**src/srb_cfg.svh**
```systemverilog
// register offsets, field positions, reset values and sampling counts
// assumes inclusion by the receiver module and the testbench
`ifndef SRB_CFG_SVH
`define SRB_CFG_SVH

`define SRB_OFS_DATA 12'h000
`define SRB_OFS_STAT 12'h004
`define SRB_OFS_CTLB 12'h008
`define SRB_OFS_CTLC 12'h00C
`define SRB_OFS_BAUD 12'h010

// status register
`define SRB_ST_RXC 7
`define SRB_ST_FE 4
`define SRB_ST_DOR 3
`define SRB_ST_PE 2
// control register b
`define SRB_CB_IE 7
`define SRB_CB_EN 4
`define SRB_CB_SZ2 2
`define SRB_CB_RB8 1
// control register c
`define SRB_CC_SYNC 6
`define SRB_CC_PEN 5
`define SRB_CC_PODD 4
`define SRB_CC_STOP2 3
`define SRB_CC_SZ_LO 1

`define SRB_CTLB_RST 8'h00
`define SRB_CTLC_RST 8'h06
`define SRB_BAUD_RST 16'h0043
`define SRB_SZ_NINE 3'h7

`define SRB_SMP_LAST 5'h10
`define SRB_SMP_V1 5'h08
`define SRB_SMP_V2 5'h09
`define SRB_SMP_V3 5'h0A

`endif

```
**src/srb_pkg.sv**
```systemverilog
// types shared by the serial receive buffer
// assumes srb_cfg.svh defines the numbers
package srb_pkg;
  typedef enum logic [2:0] {
    SRB_IDLE,
    SRB_START,
    SRB_DATA,
    SRB_PARITY,
    SRB_STOP
  } srb_state_t;

  typedef struct packed {
    logic [8:0] data;
    logic fe;
    logic overrun_flag;
    logic pe;
  } srb_entry_t;
endpackage

```
**src/srb_rx_top.sv**
```systemverilog
// receive half of a serial port: start detect, shifter, two-entry fifo
// assumes an apb master on clock_i and a remote transmitter on rxd_i
//
// Operation
// - setting receiver enable makes the receive pin the serial input
// - synchronous mode clocks bits from the transfer clock pin
// - after a valid start bit, sample and shift bits until first stop
// - a second stop bit is never examined
// - on first stop bit the shifter moves into the receive buffer
// - unused upper data bits read as zero for short frames
// - each data read advances the fifo, changing ninth bit and flags
// - receive complete reads one exactly while unread data exist
// - clearing receiver enable flushes the buffer, complete flag drops
// - interrupt requested while complete flag, enable and global enable
// - error flags are stored with their frame in the fifo
// - writes to the status register never change error flags
// - error flags never raise an interrupt
// - frame error equals inverted first stop bit, stop count ignored
// - overrun when fifo full, frame waiting and new start detected
// - overrun clears on the next successful move into the fifo
// - parity checked over data bits, odd or even, result stored
// - parity error reads zero when checking is disabled
// - disabling the receiver is immediate and drops a frame in flight
// - asynchronous start valid only if two of samples 8, 9, 10 are low
//
// The implementer's own choices: the APB interface to the registers and the placing of the registers.
`timescale 1ns/100ps
`include "srb_cfg.svh"

module srb_rx_top
  import srb_pkg::*;
#(
  parameter int DEPTH = 2
) (
  // clock and reset
  input wire logic clock_i,
  input wire logic rst_n_i,
  // apb slave
  input wire logic psel_i,
  input wire logic penable_i,
  input wire logic pwrite_i,
  input wire logic [11:0] paddr_i,
  input wire logic [31:0] pwdata_i,
  output logic [31:0] prdata_o,
  output logic pready_o,
  output logic pslverr_o,
  // serial pins
  input wire logic rxd_i,
  input wire logic xck_i,
  output logic rx_pin_override_o,
  // interrupt
  input wire logic global_irq_enable_i,
  output logic irq_o
);

  // pin synchronisers
  logic rxd_s1, rxd_s2, xck_s1, xck_s2, xck_s3;
  always_ff @(posedge clock_i or negedge rst_n_i) begin
    if (!rst_n_i) begin
      rxd_s1 <= 1'b1;
      rxd_s2 <= 1'b1;
      xck_s1 <= 1'b0;
      xck_s2 <= 1'b0;
      xck_s3 <= 1'b0;
    end else begin
      rxd_s1 <= rxd_i;
      rxd_s2 <= rxd_s1;
      xck_s1 <= xck_i;
      xck_s2 <= xck_s1;
      xck_s3 <= xck_s2;
    end
  end

  // control registers
  logic [7:0] ctlb, ctlc;
  logic [15:0] baud_div;
  logic rx_en, sync_mode, par_en, par_odd;
  logic [2:0] char_sz;
  assign rx_en = ctlb[`SRB_CB_EN];
  assign sync_mode = ctlc[`SRB_CC_SYNC];
  assign par_en = ctlc[`SRB_CC_PEN];
  assign par_odd = ctlc[`SRB_CC_PODD];
  assign char_sz = {ctlb[`SRB_CB_SZ2], ctlc[`SRB_CC_SZ_LO+1:`SRB_CC_SZ_LO]};

  // apb handshake: one wait state, then pready from a flop
  logic apb_done, wr_done, rd_done, pop;
  assign apb_done = psel_i & penable_i & pready_o;
  assign wr_done = apb_done & pwrite_i;
  assign rd_done = apb_done & ~pwrite_i;

  always_ff @(posedge clock_i or negedge rst_n_i) begin
    if (!rst_n_i) begin
      ctlb <= `SRB_CTLB_RST;
      ctlc <= `SRB_CTLC_RST;
      baud_div <= `SRB_BAUD_RST;
    end else if (wr_done) begin
      case (paddr_i)
        `SRB_OFS_CTLB: ctlb <= pwdata_i[7:0] & 8'hFC;
        `SRB_OFS_CTLC: ctlc <= pwdata_i[7:0];
        `SRB_OFS_BAUD: baud_div <= pwdata_i[15:0];
        default: ;
      endcase
    end
  end

  // baud divider: one-cycle tick at 16 times the bit rate
  logic [15:0] div_cnt;
  logic os_tick;
  always_ff @(posedge clock_i or negedge rst_n_i) begin
    if (!rst_n_i) begin
      div_cnt <= 16'h0000;
      os_tick <= 1'b0;
    end else if (!rx_en || div_cnt == baud_div) begin
      div_cnt <= 16'h0000;
      os_tick <= rx_en;
    end else begin
      div_cnt <= div_cnt + 16'h0001;
      os_tick <= 1'b0;
    end
  end

  // bit sampling and majority vote
  srb_state_t state;
  logic [4:0] smp;
  logic [1:0] votes;
  logic rx_prev, bit_stb, bit_val, xck_rise, maj;
  assign xck_rise = xck_s2 & ~xck_s3;
  assign maj = (votes[0] & votes[1]) | (votes[0] & rxd_s2)
    | (votes[1] & rxd_s2);
  always_comb begin
    if (sync_mode) begin
      bit_stb = xck_rise && state != SRB_IDLE;
      bit_val = rxd_s2;
    end else begin
      bit_stb = os_tick && state != SRB_IDLE && smp == `SRB_SMP_V3;
      bit_val = maj;
    end
  end

  logic start_det;
  assign start_det = rx_en && state == SRB_IDLE && (sync_mode
    ? (xck_rise && !rxd_s2) : (os_tick && rx_prev && !rxd_s2));

  always_ff @(posedge clock_i or negedge rst_n_i) begin
    if (!rst_n_i) begin
      smp <= 5'h00;
      votes <= 2'b00;
      rx_prev <= 1'b1;
    end else if (!rx_en) begin
      smp <= 5'h00;
      votes <= 2'b00;
      rx_prev <= 1'b1;
    end else if (os_tick) begin
      rx_prev <= rxd_s2;
      if (start_det) begin
        smp <= 5'h01;
      end else if (state != SRB_IDLE) begin
        smp <= (smp == `SRB_SMP_LAST) ? 5'h01 : smp + 5'h01;
      end
      if (smp == `SRB_SMP_V1) begin
        votes[0] <= rxd_s2;
      end
      if (smp == `SRB_SMP_V2) begin
        votes[1] <= rxd_s2;
      end
    end
  end

  // frame state machine and shift register
  logic [8:0] shreg;
  logic [3:0] bit_cnt, nbits;
  logic par_acc, frame_done;
  srb_entry_t done_ent;
  assign nbits = (char_sz == `SRB_SZ_NINE) ? 4'd9
    : (char_sz[2] ? 4'd8 : {2'b01, char_sz[1:0]} + 4'd1);

  always_ff @(posedge clock_i or negedge rst_n_i) begin
    if (!rst_n_i) begin
      state <= SRB_IDLE;
      shreg <= 9'h000;
      bit_cnt <= 4'h0;
      par_acc <= 1'b0;
      frame_done <= 1'b0;
      done_ent <= '0;
    end else begin
      frame_done <= 1'b0;
      if (!rx_en) begin
        state <= SRB_IDLE;
        shreg <= 9'h000;
        bit_cnt <= 4'h0;
      end else if (start_det) begin
        state <= sync_mode ? SRB_DATA : SRB_START;
        shreg <= 9'h000;
        bit_cnt <= 4'h0;
        par_acc <= par_odd;
      end else if (bit_stb) begin
        case (state)
          SRB_START: begin
            state <= bit_val ? SRB_IDLE : SRB_DATA;
          end
          SRB_DATA: begin
            shreg[bit_cnt] <= bit_val;
            par_acc <= par_acc ^ bit_val;
            bit_cnt <= bit_cnt + 4'h1;
            if (bit_cnt + 4'h1 == nbits) begin
              state <= par_en ? SRB_PARITY : SRB_STOP;
            end
          end
          SRB_PARITY: begin
            par_acc <= par_acc ^ bit_val;
            state <= SRB_STOP;
          end
          SRB_STOP: begin
            // only the first stop bit is looked at
            state <= SRB_IDLE;
            frame_done <= 1'b1;
            done_ent.data <= shreg;
            done_ent.fe <= ~bit_val;
            done_ent.pe <= par_en & par_acc;
            done_ent.overrun_flag <= 1'b0;
          end
          default: state <= SRB_IDLE;
        endcase
      end
    end
  end

  // holding stage and two-entry fifo
  srb_entry_t fifo_mem [DEPTH];
  srb_entry_t hold, head;
  logic hold_full, push;
  logic [1:0] fifo_cnt;
  logic rd_ptr, wr_ptr;
  assign head = fifo_mem[rd_ptr];
  assign pop = rd_done && paddr_i == `SRB_OFS_DATA && fifo_cnt != 2'd0;
  assign push = hold_full && (fifo_cnt != 2'(DEPTH) || pop);

  always_ff @(posedge clock_i or negedge rst_n_i) begin
    if (!rst_n_i) begin
      hold <= '0;
      hold_full <= 1'b0;
    end else if (!rx_en) begin
      hold_full <= 1'b0;
    end else begin
      if (start_det && hold_full && fifo_cnt == 2'(DEPTH) && !pop) begin
        hold.overrun_flag <= 1'b1;
      end
      if (frame_done && (!hold_full || push)) begin
        hold <= done_ent;
        hold_full <= 1'b1;
      end else if (push) begin
        hold_full <= 1'b0;
      end
    end
  end

  always_ff @(posedge clock_i or negedge rst_n_i) begin
    if (!rst_n_i) begin
      fifo_cnt <= 2'd0;
      rd_ptr <= 1'b0;
      wr_ptr <= 1'b0;
    end else if (!rx_en) begin
      fifo_cnt <= 2'd0;
      rd_ptr <= 1'b0;
      wr_ptr <= 1'b0;
    end else begin
      if (push) begin
        wr_ptr <= ~wr_ptr;
      end
      if (pop) begin
        rd_ptr <= ~rd_ptr;
      end
      fifo_cnt <= fifo_cnt + 2'(push) - 2'(pop);
    end
  end

  always_ff @(posedge clock_i) begin
    if (push) begin
      fifo_mem[wr_ptr] <= hold;
    end
  end

  // read data and completion
  logic rxc;
  logic [31:0] next_rdata;
  logic addr_ok;
  assign rxc = fifo_cnt != 2'd0;
  always_comb begin
    next_rdata = 32'h0000_0000;
    addr_ok = 1'b1;
    case (paddr_i)
      `SRB_OFS_DATA: next_rdata[7:0] = rxc ? head.data[7:0] : 8'h00;
      `SRB_OFS_STAT: begin
        next_rdata[`SRB_ST_RXC] = rxc;
        next_rdata[`SRB_ST_FE] = rxc & head.fe;
        next_rdata[`SRB_ST_DOR] = rxc & head.overrun_flag;
        next_rdata[`SRB_ST_PE] = rxc & head.pe & par_en;
      end
      `SRB_OFS_CTLB: begin
        next_rdata[7:0] = ctlb;
        next_rdata[`SRB_CB_RB8] = rxc & head.data[8];
      end
      `SRB_OFS_CTLC: next_rdata[7:0] = ctlc;
      `SRB_OFS_BAUD: next_rdata[15:0] = baud_div;
      default: addr_ok = 1'b0;
    endcase
  end

  always_ff @(posedge clock_i or negedge rst_n_i) begin
    if (!rst_n_i) begin
      pready_o <= 1'b0;
      pslverr_o <= 1'b0;
      prdata_o <= 32'h0000_0000;
    end else begin
      pready_o <= psel_i & penable_i & ~pready_o;
      if (psel_i && penable_i && !pready_o) begin
        pslverr_o <= ~addr_ok;
        prdata_o <= pwrite_i ? 32'h0000_0000 : next_rdata;
      end else begin
        pslverr_o <= 1'b0;
      end
    end
  end

  // pin override and interrupt, error flags play no part
  always_ff @(posedge clock_i or negedge rst_n_i) begin
    if (!rst_n_i) begin
      rx_pin_override_o <= 1'b0;
      irq_o <= 1'b0;
    end else begin
      rx_pin_override_o <= rx_en;
      irq_o <= rxc & ctlb[`SRB_CB_IE] & global_irq_enable_i;
    end
  end
endmodule // srb_rx_top

```
**config.mk**
```make
export PLATFORM = sky130hd
export DESIGN_NAME = srb_rx_top
export DESIGN_NICKNAME = d
export VERILOG_FILES = /design/src/srb_pkg.sv /design/src/srb_rx_top.sv
export VERILOG_INCLUDE_DIRS = /design/src
export SDC_FILE = /design/constraint.sdc
export NUM_CORES = 1
export LEC_CHECK = 0
export ABC_AREA = 1
export BUFFER_PORTS_ARGS = -buffer_cell sky130_fd_sc_hd__buf_2
export CORE_UTILIZATION = 33
export CTS_CLUSTER_SIZE = 25
export DETAILED_ROUTE_END_ITERATION = 8
export PLACE_DENSITY = 0.52
export RECOVER_POWER = 50
export SETUP_SLACK_MARGIN = 0.4
export SLEW_MARGIN = 15
export SYNTH_ARGS = -nofsm -noshare
export SYNTH_HDL_FRONTEND = slang
export SYNTH_SLANG_ARGS = --single-unit
```
**constraint.sdc**
```tcl
create_clock -name clock_i -period 5.8 [get_ports clock_i]
set_input_delay 0.58 -clock clock_i [delete_from_list [all_inputs] [get_ports clock_i]]
set_output_delay 0.58 -clock clock_i [all_outputs]
set_load 0.01 [all_outputs]
```
==> impl_metrics.tcl <==
set metrics [dict create \
    hp-class "input pin to register" \
    cts_resized 0 \
    drt_iter0_drc 307 \
    setup_slack_ps 1934 \
    fmax_mhz 258.6 \
    grt_pass1_wl_um 27770 \
    clock_path_buffers 2 \
    numCtsBuffers 17 \
    met1_length_um 8323 \
    power_switching_mw 0.5157 \
    cts_sinks 150 \
    drc_errors 0 \
    die_h_um 155.2 \
    slew_violations 89 \
    grt_pass1_vias 5497 \
    p_clk_share_pct 48.8 \
    syn_area_um2 7746 \
    synth_area_leaders "dfrtp_1 (38%), nand2_1 (16%), edfxtp_1 (9.3%), nand3_1 (5.8%), nor2_1 (4.2%)" \
    synth-simple-area-share_pct 30.98 \
    start_kind "input pin" \
    synthArstFlopShare_pct 84.00 \
    cts_tree "built" \
    hold_viol_final 0 \
    setup-tns-final_ps 0 \
    syn_inst 943 \
    met3_length_um 576 \
    pre_cts_ws_ps 2601 \
    area_delta_synth_final_pct 12.07 \
    grt_max_degree 70 \
    yosysWarnings 0 \
    htree_levels 4 \
    endpoint_kind "register" \
    fin_skew_ps 10.37 \
    leakagePower_nw 4.260 \
    path_class "input pin to register" \
    synth-adder-area-share_pct 1.938 \
    yosysUniqueCellTypes 37 \
    instances_no_fill 1316 \
    postCtsSetupBuffers 0 \
    pwr-share-seq_pct 48.7 \
    num_vias 5853 \
    synth_compound_area_share_pct 4.636 \
    timing_worst_slew_pin_value_ps 3236 \
    viasPerCell 4.448 \
    setup_violations 0 \
    track_usage_pct 14.62 \
    r2r_cells 6 \
    dp_hpwl_um 11680 \
    antenna_found_initial 0 \
    io_pins 88 \
    yosysSeqAreaShare_pct 50.14 \
    place_congestion 0.7897 \
    synth.avg_cell_area_um2 8.214 \
    highest_layer "met4" \
    grt-ovfl-total 0 \
    ys_ff_latch 150 \
    maxCapViolCount 2 \
    holdWs_ps 247.9 \
    dp.cells 1284 \
    yosys.area.top_type_share_pct 38.12 \
    rsz0062_at_grt "false" \
    synth_top_family_by_area "simple AND/OR/NAND/NOR gates" \
    cts-hold-fix-buffers 0 \
    dieArea_um2 24090 \
    crit_arrival_ps 3910 \
    whs_path_depth 1 \
    violations "max-capacitance violations, max-slew violations" \
    port-buffer-count 55 \
    die_w_um 155.2 \
    clk_latency_ps 430 \
    cp.required_ps 5840 \
    drtPass1Iterations 5 \
    fin_crit_sh_pct 66.66 \
    power_mw 2.198 \
    period_minus_slack_ps 3866 \
    antennaDiodeCount 0 \
    synth.area.mux_share_pct 0 \
    status "finished with violations" \
    root_buffer "clkbuf_16" \
    synth_xor_area_share_pct 3.731 \
    path_clk_slew_ps 70 \
    num_rows 55 \
    intPower_mw 1.683 \
    synth-edff-count 24 \
    swShare_pct 23.46 \
    yosysTopAreaCell "dfrtp_1" \
    critPathMaxFanout 29 \
    slew_headroom_pct -115.7 \
    start_util_pct 33.90 \
    nets 1054 \
    drive_above_1_share_pct 11.86 \
    netlist_top_cells_count "nand2_1 (322), dfrtp_1 (118), nand3_1 (89)" \
    totalWireLength_um 16730 \
    synthFlopType "dfrtp_1" \
    wl_met2_um 7674 \
    final_antenna_net_count 0 \
    ir_drop_mv 0.1565 \
    comb_power_share_pct 2.5 \
    wire_per_inst_um 12.71 \
    synth.most_common_cell "nand2_1" \
    core_region_area_um2 22850 \
    powerDensity_nw_per_um2 253.2 \
]
[routing by layer]
| metal | global-route usage [%] | up-vias |
|---|---|---|
| li1 | - | 3048 |
| met1 | 19.48 | 2693 |
| met2 | 24.00 | 98 |
| met3 | 3.203 | 14 |
| met4 | 3.875 | 0 |
| met5 | 0 | - |
[flip-flops by register name (all words and copies together) (netlist names), 2 cells and up]
register,cells
bit_cnt,4
ctlc,8
fifo_cnt,2
done_ent,11
votes,2
state,3
smp,5
div_cnt,16
shreg,9
baud_div,16
ctlb,6
fifo_mem,24
prdata_o,16
hold,12
[power by group through the flow]
stage	sequential, mW	combinational (mW)	clock, mW
2_1_floorplan	1.09	0.0282	0
3_3_place_gp	1.09	0.0575	0
3_5_place_dp	1.09	0.0576	0
4_1_cts	1.07	0.0578	1.10
5_1_grt	1.07	0.0623	1.14
6_report	1.07	0.0539	1.07
[metrics by stage]
| step | cell area [µm²] | util (%) |
|---|---|---|
| finish | 8681 | 38.00 |
| global route | 8681 | 38.00 |
| CTS | 8737 | 38.24 |
| detailed placement | 8165 | 35.74 |
| global placement | 8165 | 35.74 |
| floorplan | 7802 | - |
[layout by cell type (no fill, tap or decap), types with 12 or more instances in the layout]
cell	n
buf_2	34
clkbuf_1	21
clkbuf_16	17
conb_1	16
dfrtp_1	118
edfxtp_1	24
ha_1	12
inv_1	81
nand2_1	323
nand3_1	92
nand4_1	15
nor2_1	87
o21ai_0	23
o21ai_1	13
xnor2_1	13
xor2_1	20
[path summary, 6_finish.rpt]
path | from | endpoint | slack (ps)
worst max-delay path | paddr_i[9] | fifo_mem[0][6] | 1930
worst min-delay path | rxd_i | rxd_s1 | 250
worst max register to register | fifo_cnt[1] | fifo_mem[0][6] | 3190
worst min register to register | rxd_s1 | rxd_s2 | 360
max in group asynchronous | rst_n_i | xck_s2 | 2310
min in group asynchronous | rst_n_i | prdata_o[2] | 1240
[final cells by class]
class | instances | area, µm²
Timing Repair Buffer | 56 | 256.5
Clock inverter | 15 | 146.4
Fill cell | 2416 | 14170
Sequential cell | 150 | 3884
Clock buffer | 17 | 425.4
Tap cell | 313 | 391.6
Inverter | 91 | 346.6
Multi-Input combinational cell | 674 | 3231
[kinds of logic after synthesis]
logic type,count (synthesis)
simple gates,552
xor+xnor,33
other cells,1
buf+inv,134
flops,150
compound gates,61
fa+ha+maj,12
[critical path: stages]
cell     delay [ps]
buf_2           100
or2_0           260
nor2_1         1390
nand3_1         460
nand2_1         190
nand2_1         120
nor2_1          810
Power figures use the tool's default switching activity.
